[src/hdl/agclk_pkg.sv]
// Constants for the gain-control thresholds and lock detector block
// Summary of operation
// Strength level is averaged magnitude quantised to 1.5 dB steps, used everywhere.
// Lower gain when level exceeds sense + 8 + raise margin + 3 + drop margin.
// Raise gain when level is below sense + 8 + raise margin, unless at maximum.
// Start gain, reset 24, is loaded whenever the receive chain turns on.
// The gain loop never steps gain above start gain.
// Sense threshold, reset 24, is the reference for carrier sense and gain control.
// Source code 4 drives pin low while strength is above carrier-sense threshold.
// Source 0 forces low, 1 forces high, 7 to 15 route clock and comparator taps.
// Codes 2, 3, 5, 6 drive active-low steady, instant, calibration, fault flags.
// Phase comparison is in window below 2 prescaler cycles, or 4 when span set.
// Detector counter style is restart when style bit is 0, up/down when 1.
// Lock at 127/255/511/1023, lost at 111/239/495/1007, chosen by threshold select.
// Host picks source 2 to use the pin as a continuous lock indicator.
// With auto gain off, gain is held at start gain.
// Magnitude is averaged over 2, 4, 8 or 16 samples before comparisons.
// Restart style clears on a miss; up/down style decrements on a miss.
package agclk_pkg;
   localparam logic [6:0] ADDR_GAIN_START  = 7'h13;
   localparam logic [6:0] ADDR_GAIN_RAISE  = 7'h14;
   localparam logic [6:0] ADDR_LOCK_CFG    = 7'h15;
   localparam logic [7:0] RST_GAIN_START   = 8'h38;
   localparam logic [7:0] RST_GAIN_RAISE   = 8'h38;
   localparam logic [7:0] RST_LOCK_CFG     = 8'h00;
   // Field positions inside the configuration bytes
   localparam int         F_MARGIN_LSB     = 5;
   localparam int         F_LEVEL_MSB      = 4;
   localparam int         F_SRC_LSB        = 4;
   localparam int         F_SPAN_BIT       = 3;
   localparam int         F_STYLE_BIT      = 2;
   localparam int         F_AUTO_OFF_BIT   = 0;
   localparam int         F_AVG_LSB        = 1;
   // Threshold offsets, in 1.5 dB steps
   localparam logic [7:0] SENSE_OFFSET     = 8'h08;
   localparam logic [7:0] DROP_BASE        = 8'h03;
   localparam logic [7:0] LEVEL_DIVISOR    = 8'h03;
   localparam logic [3:0] WINDOW_NARROW    = 4'h2;
   localparam logic [3:0] WINDOW_WIDE      = 4'h4;
   localparam logic [9:0] LOCK_THR_0       = 10'h07F;
   localparam logic [9:0] LOCK_THR_1       = 10'h0FF;
   localparam logic [9:0] LOCK_THR_2       = 10'h1FF;
   localparam logic [9:0] LOCK_THR_3       = 10'h3FF;
   localparam logic [9:0] LOSS_THR_0       = 10'h06F;
   localparam logic [9:0] LOSS_THR_1       = 10'h0EF;
   localparam logic [9:0] LOSS_THR_2       = 10'h1EF;
   localparam logic [9:0] LOSS_THR_3       = 10'h3EF;
   typedef enum logic [3:0] {
      SRC_LOW     = 4'h0,
      SRC_HIGH    = 4'h1,
      SRC_STEADY  = 4'h2,
      SRC_INSTANT = 4'h3,
      SRC_CARRIER = 4'h4,
      SRC_CAL     = 4'h5,
      SRC_FAULT   = 4'h6
   } agclk_src_e;
endpackage

[src/hdl/agclk_lockdet.sv]
// Lock detector counter with restart and up/down styles
`timescale 1ns/100ps
module agclk_lockdet #(
   parameter int CNT_W = 10
) (
   input  wire logic             sys_clk,
   input  wire logic             srst,
   input  wire logic             cmp_valid,
   input  wire logic [3:0]       phase_err_cycles,
   input  wire logic             span_wide,
   input  wire logic             count_updown,
   input  wire logic [1:0]       thr_sel,
   output logic                  steady_lock_flag,
   output logic                  instant_lock_flag
);
   import agclk_pkg::*;

   logic [CNT_W-1:0] cnt_r;
   logic [CNT_W-1:0] cnt_nxt;
   logic             lock_r;
   logic             inst_r;

   // Window and thresholds are pure selects
   wire logic [3:0]       window     = span_wide ? WINDOW_WIDE : WINDOW_NARROW;
   wire logic             in_window  = phase_err_cycles < window;
   wire logic [CNT_W-1:0] lock_thr   = (thr_sel == 2'h0) ? LOCK_THR_0 :
                                       (thr_sel == 2'h1) ? LOCK_THR_1 :
                                       (thr_sel == 2'h2) ? LOCK_THR_2 : LOCK_THR_3;
   wire logic [CNT_W-1:0] loss_thr   = (thr_sel == 2'h0) ? LOSS_THR_0 :
                                       (thr_sel == 2'h1) ? LOSS_THR_1 :
                                       (thr_sel == 2'h2) ? LOSS_THR_2 : LOSS_THR_3;
   wire logic             cnt_full   = &cnt_r;
   wire logic             cnt_empty  = ~|cnt_r;

   // Counter saturates at both ends so a long run cannot wrap into a false lock
   always_comb begin
      cnt_nxt = cnt_r;
      if (cmp_valid) begin
         if (in_window) begin
            cnt_nxt = cnt_full ? cnt_r : cnt_r + 1'b1;
         end else if (!count_updown) begin
            cnt_nxt = '0;
         end else begin
            cnt_nxt = cnt_empty ? cnt_r : cnt_r - 1'b1;
         end
      end
   end

   always_ff @(posedge sys_clk) begin
      if (srst) begin
         cnt_r  <= '0;
         lock_r <= 1'b0;
         inst_r <= 1'b0;
      end else begin
         cnt_r <= cnt_nxt;
         if (cmp_valid) begin
            inst_r <= in_window;
         end
         // Hysteresis: loss threshold sits below lock threshold
         if (cnt_nxt >= lock_thr) begin
            lock_r <= 1'b1;
         end else if (cnt_nxt <= loss_thr) begin
            lock_r <= 1'b0;
         end
      end
   end

   assign steady_lock_flag  = lock_r;
   assign instant_lock_flag = inst_r;
endmodule

[src/hdl/agclk_top.sv]
// Gain-control thresholds, carrier sense, lock detection and status pin select
`timescale 1ns/100ps
module agclk_top #(
   parameter int MAG_W  = 8,
   parameter int TAPS_N = 9
) (
   input  wire logic              sys_clk,
   input  wire logic              srst,
   input  wire logic              cfg_wr_en,
   input  wire logic [6:0]        cfg_addr,
   input  wire logic [7:0]        cfg_wdata,
   output logic      [7:0]        cfg_rdata,
   input  wire logic              auto_gain_off,
   input  wire logic [1:0]        magnitude_avg_len,
   input  wire logic              rx_on,
   input  wire logic              mag_valid,
   input  wire logic [MAG_W-1:0]  mag_half_db,
   input  wire logic              phase_cmp_valid,
   input  wire logic [3:0]        phase_err_cycles,
   input  wire logic              cal_complete,
   input  wire logic              sequencing_fault_flag,
   input  wire logic [TAPS_N-1:0] clock_taps,
   output logic      [4:0]        gain_setting,
   output logic      [7:0]        strength_level,
   output logic                   carrier_sense,
   output logic                   steady_lock_flag,
   output logic                   instant_lock_flag,
   output logic                   status_pin
);
   import agclk_pkg::*;

   localparam int ACC_W = MAG_W + 4;

   logic [7:0]       start_cfg_r;
   logic [7:0]       raise_cfg_r;
   logic [7:0]       lock_cfg_r;
   logic [7:0]       rdata_r;
   logic [ACC_W-1:0] acc_r;
   logic [3:0]       samp_cnt_r;
   logic [MAG_W-1:0] avg_r;
   logic             avg_valid_r;
   logic [7:0]       level_r;
   logic             level_valid_r;
   logic             rx_on_r;
   logic [4:0]       gain_r;
   logic [4:0]       gain_nxt;
   logic             cs_r;
   logic             pin_r;
   logic             pin_nxt;

   // Field decode from the three configuration bytes
   wire logic [2:0] drop_margin  = start_cfg_r[7:F_MARGIN_LSB];
   wire logic [4:0] start_gain   = start_cfg_r[F_LEVEL_MSB:0];
   wire logic [2:0] raise_margin = raise_cfg_r[7:F_MARGIN_LSB];
   wire logic [4:0] sense_level  = raise_cfg_r[F_LEVEL_MSB:0];
   wire logic [3:0] pin_source   = lock_cfg_r[7:F_SRC_LSB];
   wire logic       span_wide    = lock_cfg_r[F_SPAN_BIT];
   wire logic       count_updown = lock_cfg_r[F_STYLE_BIT];
   wire logic [1:0] thr_sel      = lock_cfg_r[1:0];

   // Register port decode; unmapped addresses read zero and ignore writes
   wire logic wr_start = cfg_wr_en && (cfg_addr == ADDR_GAIN_START);
   wire logic wr_raise = cfg_wr_en && (cfg_addr == ADDR_GAIN_RAISE);
   wire logic wr_lock  = cfg_wr_en && (cfg_addr == ADDR_LOCK_CFG);
   wire logic [7:0] rd_mux = (cfg_addr == ADDR_GAIN_START) ? start_cfg_r :
                             (cfg_addr == ADDR_GAIN_RAISE) ? raise_cfg_r :
                             (cfg_addr == ADDR_LOCK_CFG)   ? lock_cfg_r  : 8'h00;

   always_ff @(posedge sys_clk) begin
      if (srst) begin
         start_cfg_r <= RST_GAIN_START;
         raise_cfg_r <= RST_GAIN_RAISE;
         lock_cfg_r  <= RST_LOCK_CFG;
         rdata_r     <= 8'h00;
      end else begin
         if (wr_start) start_cfg_r <= cfg_wdata;
         if (wr_raise) raise_cfg_r <= cfg_wdata;
         if (wr_lock) lock_cfg_r <= cfg_wdata;
         rdata_r <= rd_mux;
      end
   end
   assign cfg_rdata = rdata_r;

   // Averaging window: 2, 4, 8 or 16 samples, a power of two so the mean is a shift
   // Count and shift are worked out one bit wider, or length code 3 would wrap to zero
   wire logic [3:0]       last_samp = 4'((5'h02 << magnitude_avg_len) - 5'h01);
   wire logic [ACC_W-1:0] acc_sum   = acc_r + ACC_W'(mag_half_db);
   wire logic [ACC_W-1:0] acc_mean  = acc_sum >> (3'(magnitude_avg_len) + 3'h1);
   wire logic             acc_done  = mag_valid && (samp_cnt_r >= last_samp);

   always_ff @(posedge sys_clk) begin
      if (srst) begin
         acc_r       <= '0;
         samp_cnt_r  <= 4'h0;
         avg_r       <= '0;
         avg_valid_r <= 1'b0;
      end else begin
         avg_valid_r <= acc_done;
         if (acc_done) begin
            acc_r      <= '0;
            samp_cnt_r <= 4'h0;
            avg_r      <= acc_mean[MAG_W-1:0];
         end else if (mag_valid) begin
            acc_r      <= acc_sum;
            samp_cnt_r <= samp_cnt_r + 4'h1;
         end
      end
   end

   // Input is in 0.5 dB units, so a divide by three gives 1.5 dB steps
   wire logic [7:0] level_q = 8'(avg_r / LEVEL_DIVISOR);

   always_ff @(posedge sys_clk) begin
      if (srst) begin
         level_r       <= 8'h00;
         level_valid_r <= 1'b0;
      end else begin
         level_valid_r <= avg_valid_r;
         if (avg_valid_r) level_r <= level_q;
      end
   end

   // Thresholds share the sense reference; sums stay within eight bits
   wire logic [7:0] raise_thr = 8'(sense_level) + SENSE_OFFSET + 8'(raise_margin);
   wire logic [7:0] drop_thr  = raise_thr + DROP_BASE + 8'(drop_margin);
   wire logic       want_drop = level_r > drop_thr;
   wire logic       want_rise = level_r < raise_thr;
   wire logic       cs_now    = level_r > 8'(sense_level);
   wire logic       rx_rise   = rx_on && !rx_on_r;

   // Gain loop steps one code per new level; a lowered ceiling pulls gain down at once
   always_comb begin
      gain_nxt = gain_r;
      if (rx_rise || auto_gain_off) begin
         gain_nxt = start_gain;
      end else if (gain_r > start_gain) begin
         gain_nxt = start_gain;
      end else if (level_valid_r && want_drop && gain_r != 5'h00) begin
         gain_nxt = gain_r - 5'h01;
      end else if (level_valid_r && want_rise && gain_r < start_gain) begin
         gain_nxt = gain_r + 5'h01;
      end
   end

   always_ff @(posedge sys_clk) begin
      if (srst) begin
         rx_on_r <= 1'b0;
         gain_r  <= RST_GAIN_START[4:0];
         cs_r    <= 1'b0;
      end else begin
         rx_on_r <= rx_on;
         gain_r  <= gain_nxt;
         cs_r    <= cs_now;
      end
   end

   assign gain_setting   = gain_r;
   assign strength_level = level_r;
   assign carrier_sense  = cs_r;

   agclk_lockdet #(
      .CNT_W (10)
   ) u_lockdet (
      .sys_clk           (sys_clk),
      .srst              (srst),
      .cmp_valid         (phase_cmp_valid),
      .phase_err_cycles  (phase_err_cycles),
      .span_wide         (span_wide),
      .count_updown      (count_updown),
      .thr_sel           (thr_sel),
      .steady_lock_flag  (steady_lock_flag),
      .instant_lock_flag (instant_lock_flag)
   );

   // Status pin source select; flags are shown active low
   wire logic [3:0] tap_idx = pin_source - 4'h7;
   always_comb begin
      unique case (pin_source)
         SRC_LOW:     pin_nxt = 1'b0;
         SRC_HIGH:    pin_nxt = 1'b1;
         SRC_STEADY:  pin_nxt = !steady_lock_flag;
         SRC_INSTANT: pin_nxt = !instant_lock_flag;
         SRC_CARRIER: pin_nxt = !cs_r;
         SRC_CAL:     pin_nxt = !cal_complete;
         SRC_FAULT:   pin_nxt = !sequencing_fault_flag;
         default:     pin_nxt = (32'(tap_idx) < TAPS_N) ? clock_taps[tap_idx] : 1'b0;
      endcase
   end

   // Registered pin avoids glitches while the source is changed
   always_ff @(posedge sys_clk) begin
      if (srst) begin
         pin_r <= 1'b0;
      end else begin
         pin_r <= pin_nxt;
      end
   end
   assign status_pin = pin_r;
endmodule

[config.mk]
export PLATFORM = sky130hd
export DESIGN_NAME = agclk_top
export DESIGN_NICKNAME = d
export VERILOG_FILES = /design/src/hdl/agclk_pkg.sv /design/src/hdl/agclk_lockdet.sv /design/src/hdl/agclk_top.sv
export SDC_FILE = /design/constraint.sdc
export NUM_CORES = 1
export LEC_CHECK = 0
export BUFFER_PORTS_ARGS = -buffer_cell sky130_fd_sc_hd__buf_2
export CAP_MARGIN = 20
export CELL_PAD_IN_SITES_DETAIL_PLACEMENT = 1
export CELL_PAD_IN_SITES_GLOBAL_PLACEMENT = 1
export CORE_ASPECT_RATIO = 0.6
export CORE_MARGIN = 2
export CORE_UTILIZATION = 35
export CTS_CLUSTER_DIAMETER = 60
export DETAILED_ROUTE_END_ITERATION = 10
export HOLD_SLACK_MARGIN = 0.12
export MAX_ROUTING_LAYER = met4
export PLACE_DENSITY = 0.76
export SLEW_MARGIN = 20
export SYNTH_ARGS = -nofsm -noshare
export SYNTH_HDL_FRONTEND = slang
export SYNTH_SLANG_ARGS = --single-unit
[constraint.sdc]
create_clock -name sys_clk -period 6.2 [get_ports sys_clk]
set_clock_uncertainty 0.1 [all_clocks]
set_input_delay 1.24 -clock sys_clk [delete_from_list [all_inputs] [get_ports sys_clk]]
set_output_delay 1.24 -clock sys_clk [all_outputs]
set_load 0.01 [all_outputs]
==> summary.md, run 1 <==
| Metric | Value |
|---|---|
| Overflow left after global routing | 0 |
| Count of unresolved DRC violations after routing | 0 |
| Post-synthesis share of cell area spent on xor and xnor gates | 4.11% |
| Routability cong. | 0.884 |
| Fraction of the mapped netlist area in compound gates | 20.3% |
| Critical path capture point type | register |
| Class of the tightest hold or removal check | reg -> reg |
| Signal arrival time at the worst endpoint | 5.34 ns |
| # resized after CTS | 0 |
| Simple logic cell fraction of the synthesized area | 21.8% |
| Final count of pins violating max slew | 0 |
| Worst Setup EP | gain_setting[4] |
| Die width | ~180 um |
| Netlist cell types | between 80 and 90 |
| Insertion delay to the later sink of the worst-skew pair | 0.35 ns |
| Clk slew on worst S/H paths | 0.07 ns |
| Met1 WL | around 10000 um |
| Utilization after layout | about two fifths |
| Core area | around 0.017 mm2 |
| Floorplan row count | 37 |
| Number of global-route vias before repair | 5597 |
| Startpoint-to-endpoint class of the critical path | reg -> reg |
| Combinational cell fraction of total power | 17.0% |
| Fraction of registers with async set/reset | 0% |
| Worst setup slack after layout | 0.977 ns |
| Detail Route met3 WL | 717 um |
| Gr usage total | approximately 21% |
| Power per cell area | 197 mW/mm2 |
| Mean instance size in the synthesized netlist | 8.08 um2 |
| Top layer reached by signal wires | met4 |
| Number of port buffers | between 60 and 70 |
| Worst reg-to-reg setup slack | 0.98 ns |
| Maximum fanout along the worst path | 4 |
| Pre-antenna DRT Iters | 7 |
| Flip-flop and latch count after synthesis | 85 |
| Leading register cell type out of synthesis | sky130_fd_sc_hd__dfxtp_1 |
| Number of hold buffers added after cts | 0 |
| Library cell used as clock root buffer | sky130_fd_sc_hd__clkbuf_16 |
| Setup TNS Final | 0 ns |
| Count of endpoints failing hold in the final timing report | 0 |
| Detailed router's first-iteration violation count | 374 |
| Share of post-route cells with drive strength above 1 | 15.1% |
| Tmin final | 5.22 ns |
| Routed via count | 5700 |
| Number of nets with antenna violations after detailed routing | 0 |
| Maximum buffer depth of the clock tree | 2 |
| Number of antenna cells inserted | 0 |
| Largest net degree at the start of global routing | 53 |
| Global-route wire length before repair | roughly 30000 um |
| Count of synthesis-stage warnings from yosys | 0 |
| Slew margin rel. | between 40% and 50% |
| Startpoint of the most critical setup path | raise_cfg_r[0] |
| Via/cell ratio | 5.42 |
| CTS sink count | 85 |
| HPWL after detailed placement | 13900 um |
| Transition time of the tightest slew-check pin | 0.870 ns |
| Synth top cells by count | sky130_fd_sc_hd__dfxtp_1 (85), sky130_fd_sc_hd__nor2_1 (70), sky130_fd_sc_hd__nand2_1 (69) |
| Leak | between 0.002 and 0.003 uW |
| Die Height | roughly 110 um |
| Setup slack after placement | 1.08 ns |
| Synth Instances | 765 |
| Max Fclk | ~190 MHz |
| Yosys top cell by area | sky130_fd_sc_hd__dfxtp_1 |
| Register area share after synthesis | between 20 and 30% |
| CTS buffer count | 9 |
| Most common cell in the synthesized netlist | sky130_fd_sc_hd__dfxtp_1 |
| Origin of the critical flop-to-flop path | raise_cfg_r[0] |
| TritonCTS clock tree | done |
| Data required, critical path | 6.32 ns |
| Net switching share of the total power | 29.3% |
| Hold path startpoint | start_cfg_r[2] |
| Combinational family with the most area after synthesis | simple AND/OR/NAND/NOR gates |
| Cell area after layout | 0.00698 mm2 |
| VDD IR-drop max | 98.7 uV |
| Total standard cell area after synthesis | 0.00618 mm2 |
| Routed length per instance | 17.5 um |
| Post-Place Cell Area | 0.00668 mm2 |
| Layout overhead on the synthesized area | 12.8% |
| Internal | 972 uW |
| Top-Level Pins | 72 |
| Synth top area cells | sky130_fd_sc_hd__dfxtp_1 (28%), sky130_fd_sc_hd__ha_1 (12%), sky130_fd_sc_hd__nor2_1 (4.2%) |
| CP Launch Type | register |
| Nets | slightly above 900 |
| Post-Route WL | around 18000 um |
| Net count of the mapped netlist | 873 |
| Number of antenna violations at the first check in global routing | 0 |
| Share of the cycle needed by the critical path after routing | a little over four fifths |
| Post CTS Setup Buffer Count | 0 |
| Met2 WL | 7000 um |
| Number of cells on the worst reg-to-reg path | 19 |
| Clock share of power | 40.9% |
| P_sw | 402 uW |
| Arithmetic-cell share of the synthesized area counting full adders, half adders and majority gates | 13.0% |
| Run status | completed |
| Unrepaired setup endpoints after global routing | no |
| Floorplan die area | 0.0188 mm2 |
| Initial standard-cell utilization of the core | 35.9% |
| Number of enable-type register cells in the synthesized netlist | 0 |
| Sequential share of power | 42.1% |
| Depth of the CTS H-tree | 3 |
| Area fraction of the dominant cell type after synthesis | 27.5% |
| Maxcap violations | 0 |
| RR Endpoint | gain_setting[4] |
| Multiplexer area fraction after synthesis | 7.12% |
| Final setup viols | 0 |
[power groups by stage]
stage                     Clock (uW)  Combinational, uW  Sequential, uW
final                            561                234             579
after global routing             599                264             581
after CTS                        575                233             579
after detailed placement           0                232             591
after global placement             0                226             590
after floorplan                    0                170             584
[placed cells by master, fill, tap and decap left out, types with 9 or more instances in the layout]
cell type,synthesis,final
sky130_fd_sc_hd__a211oi_1,12,12
sky130_fd_sc_hd__a21o_1,11,11
sky130_fd_sc_hd__a21oi_1,47,47
sky130_fd_sc_hd__a22oi_1,11,11
sky130_fd_sc_hd__a31oi_1,11,11
sky130_fd_sc_hd__buf_2,5,69
sky130_fd_sc_hd__clkbuf_16,0,9
sky130_fd_sc_hd__dfxtp_1,85,85
sky130_fd_sc_hd__ha_1,57,57
sky130_fd_sc_hd__inv_1,49,49
sky130_fd_sc_hd__mux2_2,12,12
sky130_fd_sc_hd__mux2i_1,26,26
sky130_fd_sc_hd__nand2_1,69,69
sky130_fd_sc_hd__nand3_1,34,34
sky130_fd_sc_hd__nor2_1,70,70
sky130_fd_sc_hd__nor2b_1,16,16
sky130_fd_sc_hd__nor3_1,17,16
sky130_fd_sc_hd__o21ai_0,40,40
sky130_fd_sc_hd__xnor2_1,17,17
sky130_fd_sc_hd__xor2_1,12,12
[kinds of logic after synthesis]
logic type | count (synthesis)
flip-flops | 85
other | 1
multiplexers | 40
AND/OR/NAND/NOR | 270
adder cells (fa/ha/maj) | 62
buffers and inverters | 88
AO/OA/AOI/OAI | 190
XOR/XNOR | 29
[registers in the layout, indices dropped and copies added (netlist names), 4 cells and up]
signal,count
acc_r,12
u_lockdet.cnt_r,10
avg_r,8
cfg_rdata,8
lock_cfg_r,8
raise_cfg_r,8
start_cfg_r,8
strength_level,7
gain_setting,5
samp_cnt_r,4
[worst max-delay path, stage by stage, from the launching register on]
cell and delay, ns:
sky130_fd_sc_hd__dfxtp_1 0.36, sky130_fd_sc_hd__ha_1 0.25, sky130_fd_sc_hd__fa_1 0.42, sky130_fd_sc_hd__xor2_1 0.26
sky130_fd_sc_hd__ha_1 0.31, sky130_fd_sc_hd__ha_1 0.30, sky130_fd_sc_hd__a21o_1 0.17, sky130_fd_sc_hd__a21oi_1 0.20
sky130_fd_sc_hd__xnor2_1 0.15, sky130_fd_sc_hd__ha_1 0.28, sky130_fd_sc_hd__a2111oi_0 0.54, sky130_fd_sc_hd__a211o_1 0.32
sky130_fd_sc_hd__inv_1 0.12, sky130_fd_sc_hd__ha_1 0.33, sky130_fd_sc_hd__a21o_1 0.17, sky130_fd_sc_hd__a21oi_1 0.27
sky130_fd_sc_hd__nor3_1 0.08, sky130_fd_sc_hd__mux2i_1 0.19, sky130_fd_sc_hd__xor2_1 0.17, sky130_fd_sc_hd__o211ai_1 0.10
[cell type report]
type / count / area [um2]
Fill cell: 2144 / 10200
Clock buffer: 9 / 225
Clock inverter: 7 / 75.1
Tap cell: 234 / 293
Timing Repair Buffer: 74 / 383
Inverter: 50 / 188
Multi-Input combinational cell: 592 / 4110
Sequential cell: 85 / 1700
[worst min-delay path by stage]
stage | to | slack [ns] | cells past startpoint
after detailed placement | raise_cfg_r[7] | 0.38 | 2
after CTS | start_cfg_r[2] | 0.40 | 2
after floorplan | start_cfg_r[2] | 0.35 | 2
after global placement | raise_cfg_r[7] | 0.37 | 2
after global routing | raise_cfg_r[7] | 0.42 | 2
final | start_cfg_r[2] | 0.39 | 2
[per-stage QoR]
step	std cells	power [uW]	hold WS [ns]
floorplan	765	754	0.350
detailed placement	1035	823	0.377
CTS	1051	1390	0.396
global route	1051	1440	0.420
global placement	1035	816	0.370
finish	1051	1370	0.388
[per-layer routing]
layer  global-route usage [%]  vias up
met5                        -        -
met4                     4.07        0
met3                     3.62       14
met2                     27.5      103
met1                     32.1     2724
li1                         -     2859
(Power assumes the default switching activity.)
==> run 2: changes to the inputs <==
Settings changed: PLACE_DENSITY 0.76 to 0.79.
Clock period 6.2 ns to 4.7 ns, I/O delays scaled along.
==> run 2 against run 1 <==
Net effect: the flow now finishes with violations (negative setup slack); critical path depth up 4; via count grew 1.8%; largest cell class unchanged; sequential power is 32% higher; largest power group unchanged; clock-buffer cell count is the same; clock power rose by 31%.
==> summary.md, run 2 (synthesis gave the netlist of run 1 again) <==
| Metric | Value |
|---|---|
| Number of port buffers | 69 |
| Number of hold buffers added after cts | 0 |
| Number of global-route vias before repair | 5804 |
| Startpoint of the most critical setup path | raise_cfg_r[5] |
| Initial standard-cell utilization of the core | a little over a third |
| Layout overhead on the synthesized area | 16.4% |
| Leak | 0.00306 uW |
| Most frequent cells in the layout | sky130_fd_sc_hd__dfxtp_1 (83), sky130_fd_sc_hd__nor2_1 (70), sky130_fd_sc_hd__nand2_1 (69), sky130_fd_sc_hd__buf_2 (69), sky130_fd_sc_hd__ha_1 (52) |
| Worst setup slack after layout | -0.00258 ns |
| Count of unresolved DRC violations after routing | 0 |
| Global routing's busiest layer | met1 |
| Top-Level Pins | 72 |
| Final setup viols | 1 |
| Routed length per instance | 17.6 um |
| Origin of the critical flop-to-flop path | raise_cfg_r[5] |
| Internal | 1290 uW |
| TritonCTS clock tree | done |
| Failing checks | negative setup slack |
| Combinational cell fraction of total power | 17.4% |
| Transition time of the tightest slew-check pin | about 0.94 ns |
| Number of antenna cells inserted | 0 |
| Gr usage total | 21.0% |
| Setup TNS Final | -0.00258 ns |
| Power per cell area | ~250 mW/mm2 |
| Maximum fanout along the worst path | 2 |
| Routability cong. | 0.879 |
| Class of the tightest hold or removal check | reg -> reg |
| Share of post-route cells with drive strength above 1 | 18.9% |
| Data required, critical path | 4.86 ns |
| Tmin final | 4.70 ns |
| Setup slack after placement | -0.220 ns |
| Critical path capture point type | register |
| Net switching share of the total power | ~29% |
| Count of fill cells added during filler insertion | approximately 2200 |
| Maximum buffer depth of the clock tree | 2 |
| Sequential share of power | ~42% |
| Overflow left after global routing | 0 |
| Slew margin rel. | 36.9% |
| Insertion delay to the later sink of the worst-skew pair | roughly 0.35 ns |
| Max Fclk | 213 MHz |
| CP Launch Type | register |
| Startpoint-to-endpoint class of the critical path | reg -> reg |
| VDD IR-drop max | between 100 and 150 uV |
| Maxcap violations | 0 |
| Pre-antenna DRT Iters | 5 |
| Post-Route WL | between 15000 and 20000 um |
| Share of the cycle needed by the critical path after routing | 100% |
| HPWL after detailed placement | 14200 um |
| Routed via count | 5801 |
| Number of antenna violations at the first check in global routing | 0 |
| Floorplan row count | 37 |
| Flip-flop count of the largest register, all copies and words added | 12 |
| Library cell used as clock root buffer | sky130_fd_sc_hd__clkbuf_16 |
| Nets | 934 |
| Via/cell ratio | around 5.5 |
| Die width | 176 um |
| Die Height | 107 um |
| Detailed router's first-iteration violation count | around 320 |
| Unrepaired setup endpoints after global routing | yes |
| Signal arrival time at the worst endpoint | 4.86 ns |
| Global-route wire length before repair | 30800 um |
| Number of nets with antenna violations after detailed routing | 0 |
| CTS buffer count | 9 |
| Largest net degree at the start of global routing | 52 |
| Floorplan die area | around 0.019 mm2 |
| Finished Layout Cells | 1064 |
| Final count of pins violating max slew | 0 |
| Total instance count after detailed placement | 1043 |
| Largest registers | acc_r (12), u_lockdet.cnt_r (10) |
| Depth of the CTS H-tree | 3 |
| Area used by multi-input combinational logic | 0.00423 mm2 |
| Clock share of power | between 40 and 50% |
| Count of endpoints failing hold in the final timing report | 0 |
| Clk slew on worst S/H paths | ~0.070 ns |
| GR met3 Demand/Resource | 4.22% |
| CTS sink count | 85 |
| Hold path startpoint | start_cfg_r[2] |
| P_sw | approximately 530 uW |
| Commonest non-fill, non-tap cell in the layout | sky130_fd_sc_hd__dfxtp_1 |
| Run status | complete, but fails checks |
| Area occupied by registers | 0.00170 mm2 |
| Biggest register | acc_r |
| Met2 capacity usage during global routing | 29.1% |
| Cell area after layout | ~0.0072 mm2 |
| Post-Place Cell Area | 0.00674 mm2 |
| Core area | roughly 0.017 mm2 |
| Met1 demand-to-capacity share in global routing | 31.5% |
run 2: cell count changes in the layout (fill, tap and decap cells not counted), sizes merged:
cell / change
clkinvlp: -2
inv: +1
buf: +14
run 2: final timing paths:
path	cells after the start	slack, ns	to
max	23	-0.003	gain_setting[4]
min reg2reg	2	0.39	start_cfg_r[2]
min	2	0.39	start_cfg_r[2]
max reg2reg	23	-0.003	gain_setting[4]
run 2: critical path, cell delays in order, from the launching register on:
cell,delay (ns)
sky130_fd_sc_hd__dfxtp_2,0.34
sky130_fd_sc_hd__ha_4,0.16
sky130_fd_sc_hd__fa_2,0.57
sky130_fd_sc_hd__inv_2,0.06
sky130_fd_sc_hd__ha_4,0.25
sky130_fd_sc_hd__inv_2,0.04
sky130_fd_sc_hd__ha_4,0.16
sky130_fd_sc_hd__fa_2,0.39
sky130_fd_sc_hd__a21oi_2,0.14
sky130_fd_sc_hd__nor2_1,0.06
sky130_fd_sc_hd__xnor2_1,0.15
sky130_fd_sc_hd__ha_2,0.32
sky130_fd_sc_hd__o21a_1,0.14
sky130_fd_sc_hd__o22ai_2,0.06
sky130_fd_sc_hd__a211o_1,0.32
sky130_fd_sc_hd__buf_6,0.14
sky130_fd_sc_hd__fa_2,0.37
sky130_fd_sc_hd__inv_2,0.06
sky130_fd_sc_hd__a21o_1,0.14
sky130_fd_sc_hd__a21oi_4,0.07
sky130_fd_sc_hd__nor3_2,0.15
sky130_fd_sc_hd__mux2i_1,0.10
sky130_fd_sc_hd__xor2_1,0.15
sky130_fd_sc_hd__o211ai_1,0.17
run 2: layout make-up:
class | instances | area share (%)
Inverter | 50 | 2.61
Clock inverter | 6 | 0.990
Clock buffer | 9 | 3.13
Timing Repair Buffer | 88 | 6.83
Tap cell | 234 | 4.07
Sequential cell | 85 | 23.7
Multi-Input combinational cell | 592 | 58.7
run 2: timing repair:
item,CTS,global route
pin swaps,1,17
resized for setup,8,19
setup buffers,0,6
endpoints found under the setup margin,2,4
run 2: layer usage:
| layer | wire, um | vias to the layer above | part of all wire (%) |
|---|---|---|---|
| met5 | 0 | - | 0 |
| met4 | 97 | 0 | 0.52 |
| met3 | 869 | 9 | 4.6 |
| met2 | 7670 | 106 | 41 |
| met1 | 10100 | 2798 | 54 |
| li1 | - | 2888 | - |
run 2: power by group through the flow:
stage	clock network, uW	logic [uW]	registers (uW)
5_1_grt	786	353	767
2_1_floorplan	0	225	770
3_3_place_gp	0	299	778
6_report	734	315	763
3_5_place_dp	0	312	779
4_1_cts	752	314	763
run 2: per-stage QoR:
step	total power, uW	util [%]	hold slack (ns)
floorplan	995	-	0.350
global placement	1080	39.1	0.367
detailed placement	1090	39.1	0.376
CTS	1830	41.0	0.387
global route	1910	41.8	0.404
finish	1810	41.8	0.387
==> run 3: changes to the inputs <==
Clock period 4.7 ns to 3.77 ns, I/O delays scaled along.
==> run 3 against run 2 <==
Net effect: the flow still finishes with violations (negative setup slack); cell count is 4.1% higher; flip-flop and latch count stayed put; clock-buffer cell count stayed put; total power is 31% higher; non-clock buffer count is 42 higher; critical path depth is 3 higher; sequential share of layout area is 1.3 points lower; wire length is 6.2% higher; fmax is 4.3% higher; largest cell class unchanged; largest power group is now the clock network.
==> summary.md, run 3 (synthesis gave the netlist of run 1 again) <==
| Metric | Value |
|---|---|
| Via/cell ratio | 5.46 |
| Routed via count | slightly above 6000 |
| Area used by multi-input combinational logic | roughly 0.0043 mm2 |
| CP Launch Type | register |
| Largest net degree at the start of global routing | ~50 |
| Number of antenna violations at the first check in global routing | 1 |
| Slew margin rel. | ~36% |
| TritonCTS clock tree | done |
| Kind of cell adding the most delay to the critical path | buffers and inverters |
| Detailed router's first-iteration violation count | 371 |
| Signal arrival time at the worst endpoint | between 4 and 5 ns |
| Power per cell area | about 310 mW/mm2 |
| Transition time of the tightest slew-check pin | 0.950 ns |
| Startpoint-to-endpoint class of the critical path | reg -> reg |
| Top-Level Pins | 72 |
| Layout overhead on the synthesized area | 23.2% |
| Routability cong. | between 0.8 and 0.9 |
| CTS buffer count | 9 |
| Maxcap violations | 0 |
| Pre-antenna DRT Iters | 5 |
| Biggest register | acc_r |
| VDD IR-drop max | 229 uV |
| Failing checks | negative setup slack |
| CTS sink count | 85 |
| Post-Route WL | 19900 um |
| Class of the tightest hold or removal check | reg -> reg |
| Depth of the CTS H-tree | 3 |
| Commonest non-fill, non-tap cell in the layout | sky130_fd_sc_hd__dfxtp_1 |
| Cell with the most instances on the worst path | sky130_fd_sc_hd__buf_4 |
| Final count of pins violating max slew | 0 |
| Count of fill cells added during filler insertion | 2122 |
| Maximum fanout along the worst path | 4 |
| Largest registers | acc_r (12), u_lockdet.cnt_r (10) |
| Flip-flop count of the largest register, all copies and words added | 12 |
| Critical path capture point type | register |
| Count of endpoints failing hold in the final timing report | 0 |
| Tmin final | 4.51 ns |
| Max Fclk | about 220 MHz |
| Overflow left after global routing | 0 |
| Most frequent cells in the layout | sky130_fd_sc_hd__dfxtp_1 (83), sky130_fd_sc_hd__nor2_1 (70), sky130_fd_sc_hd__nand2_1 (69), sky130_fd_sc_hd__buf_2 (69), sky130_fd_sc_hd__buf_4 (57) |
| Data required, critical path | 3.91 ns |
| Share of the cycle needed by the critical path after routing | 120% |
| Number of nets with antenna violations after detailed routing | 0 |
| Highest-delay cell along the critical path | sky130_fd_sc_hd__fa_2 |
| Run status | complete, but fails checks |
| Worst setup slack after layout | -0.737 ns |
| Core area | 0.0172 mm2 |
| Gr usage total | between 20% and 30% |
| Number of port buffers | 69 |
| Die Height | roughly 110 um |
| Final setup viols | 5 |
| Area occupied by registers | about 0.0017 mm2 |
| Count of unresolved DRC violations after routing | 0 |
| Maximum buffer depth of the clock tree | 2 |
| Leak | 0.00329 uW |
| Initial standard-cell utilization of the core | 35.9% |
| Number of global-route vias before repair | 6129 |
| Clk slew on worst S/H paths | roughly 0.070 ns |
| Count of buffering cells on the critical path with inverters included | 17 |
| Unrepaired setup endpoints after global routing | yes |
| Floorplan row count | 37 |
| Worst stage delay on the critical path | between 0.5 and 0.6 ns |
| Finished Layout Cells | 1108 |
| HPWL after detailed placement | 15000 um |
| Library cell used as clock root buffer | sky130_fd_sc_hd__clkbuf_16 |
| Share of post-route cells with drive strength above 1 | 23.3% |
| Die width | 176 um |
| Insertion delay to the later sink of the worst-skew pair | approximately 0.35 ns |
| Final Total Pwr | 2370 uW |
| Floorplan die area | 0.0188 mm2 |
| Total instance count after detailed placement | 1075 |
| Global-route wire length before repair | 32600 um |
| Routed length per instance | 18.0 um |
| Nets | 976 |
==> run 3: cell types whose count changed in the layout (fill, tap and decap cells not counted), moves of 2 or more <==
cell,before,now
sky130_fd_sc_hd__a21oi_2,2,4
sky130_fd_sc_hd__ha_1,52,49
sky130_fd_sc_hd__clkinv_4,1,3
sky130_fd_sc_hd__buf_4,18,57
sky130_fd_sc_hd__buf_6,1,4
sky130_fd_sc_hd__o21ai_0,40,36
sky130_fd_sc_hd__ha_4,4,7
sky130_fd_sc_hd__mux2_2,12,9
sky130_fd_sc_hd__o21ai_1,1,4
sky130_fd_sc_hd__mux2_4,0,3
==> run 3: worst register-to-register path, cell delays in order (launching register included) <==
cell                      delay, ns
sky130_fd_sc_hd__dfxtp_2       0.34
sky130_fd_sc_hd__ha_4          0.16
sky130_fd_sc_hd__fa_2          0.53
sky130_fd_sc_hd__inv_2         0.05
sky130_fd_sc_hd__buf_4         0.13
sky130_fd_sc_hd__buf_4         0.13
sky130_fd_sc_hd__buf_4         0.13
sky130_fd_sc_hd__buf_4         0.12
sky130_fd_sc_hd__buf_4         0.13
sky130_fd_sc_hd__buf_4         0.12
sky130_fd_sc_hd__buf_4         0.13
sky130_fd_sc_hd__buf_4         0.13
sky130_fd_sc_hd__buf_4         0.13
sky130_fd_sc_hd__buf_4         0.12
sky130_fd_sc_hd__buf_4         0.12
sky130_fd_sc_hd__buf_4         0.12
sky130_fd_sc_hd__buf_4         0.12
sky130_fd_sc_hd__buf_4         0.12
sky130_fd_sc_hd__buf_6         0.11
sky130_fd_sc_hd__ha_4          0.14
sky130_fd_sc_hd__a21o_1        0.15
sky130_fd_sc_hd__a31oi_1       0.18
sky130_fd_sc_hd__o21ai_2       0.12
sky130_fd_sc_hd__o21ai_1       0.15
sky130_fd_sc_hd__buf_4         0.17
sky130_fd_sc_hd__mux2_4        0.30
sky130_fd_sc_hd__o21a_1        0.16
==> run 3: per-layer routing <==
| metal | part of all wire, % | track usage, % | up-vias |
|---|---|---|---|
| met5 | 0 | - | - |
| met4 | 1.3 | 4.19 | 0 |
| met3 | 3.9 | 4.11 | 21 |
| met2 | 42 | 32.3 | 94 |
| met1 | 53 | 32.3 | 2967 |
| li1 | - | - | 2971 |
==> run 3: worst paths after layout <==
kind,slack (ns),end,start,cells after the start
worst max-delay path,-0.74,gain_setting[2],raise_cfg_r[5],26
worst min-delay path,0.39,start_cfg_r[2],start_cfg_r[2],2
worst max register to register,-0.74,gain_setting[2],raise_cfg_r[5],26
worst min register to register,0.39,start_cfg_r[2],start_cfg_r[2],2
==> run 3: cell type report <==
cell class              count  share of cell area [%]
well taps                 234                    3.84
diodes                      1                  0.0328
inverters                  50                    2.46
repair buffers            130                    10.7
flip-flops and latches     85                    22.4
multi-input cells         592                    56.2
clock inverters             7                    1.40
clock buffers               9                    2.96
==> run 3: power by group <==
group | leakage, uW | internal (uW) | switching, uW
Combinational | 0.00244 | 171 | 238
Sequential | 0.000688 | 923 | 28.0
Clock | 0.000162 | 592 | 419
==> run 3: metrics by stage <==
step | cell area (um2) | utilization, % | hold WS [ns] | setup TNS [ns] | setup slack (ns)
after floorplan | 6290 | - | 0.350 | -1.38 | -0.486
after global placement | 7080 | 41.1 | 0.367 | -2.04 | -0.605
after detailed placement | 7080 | 41.1 | 0.374 | -2.77 | -0.749
after CTS | 7600 | 44.1 | 0.384 | -2.68 | -0.703
after global routing | 7620 | 44.3 | 0.417 | -4.23 | -0.925
final | 7620 | 44.3 | 0.388 | -3.45 | -0.737
==> run 3: repair_timing <==
item / 4_1_cts / 5_1_grt
setup buffers: 16 / 1
resized for setup: 15 / 1
hold endpoints to repair: 0 / 0
pin swaps: 14 / 5
hold buffers: 0 / 0
gates cloned: 0 / 0
setup endpoints to repair: 5 / 5
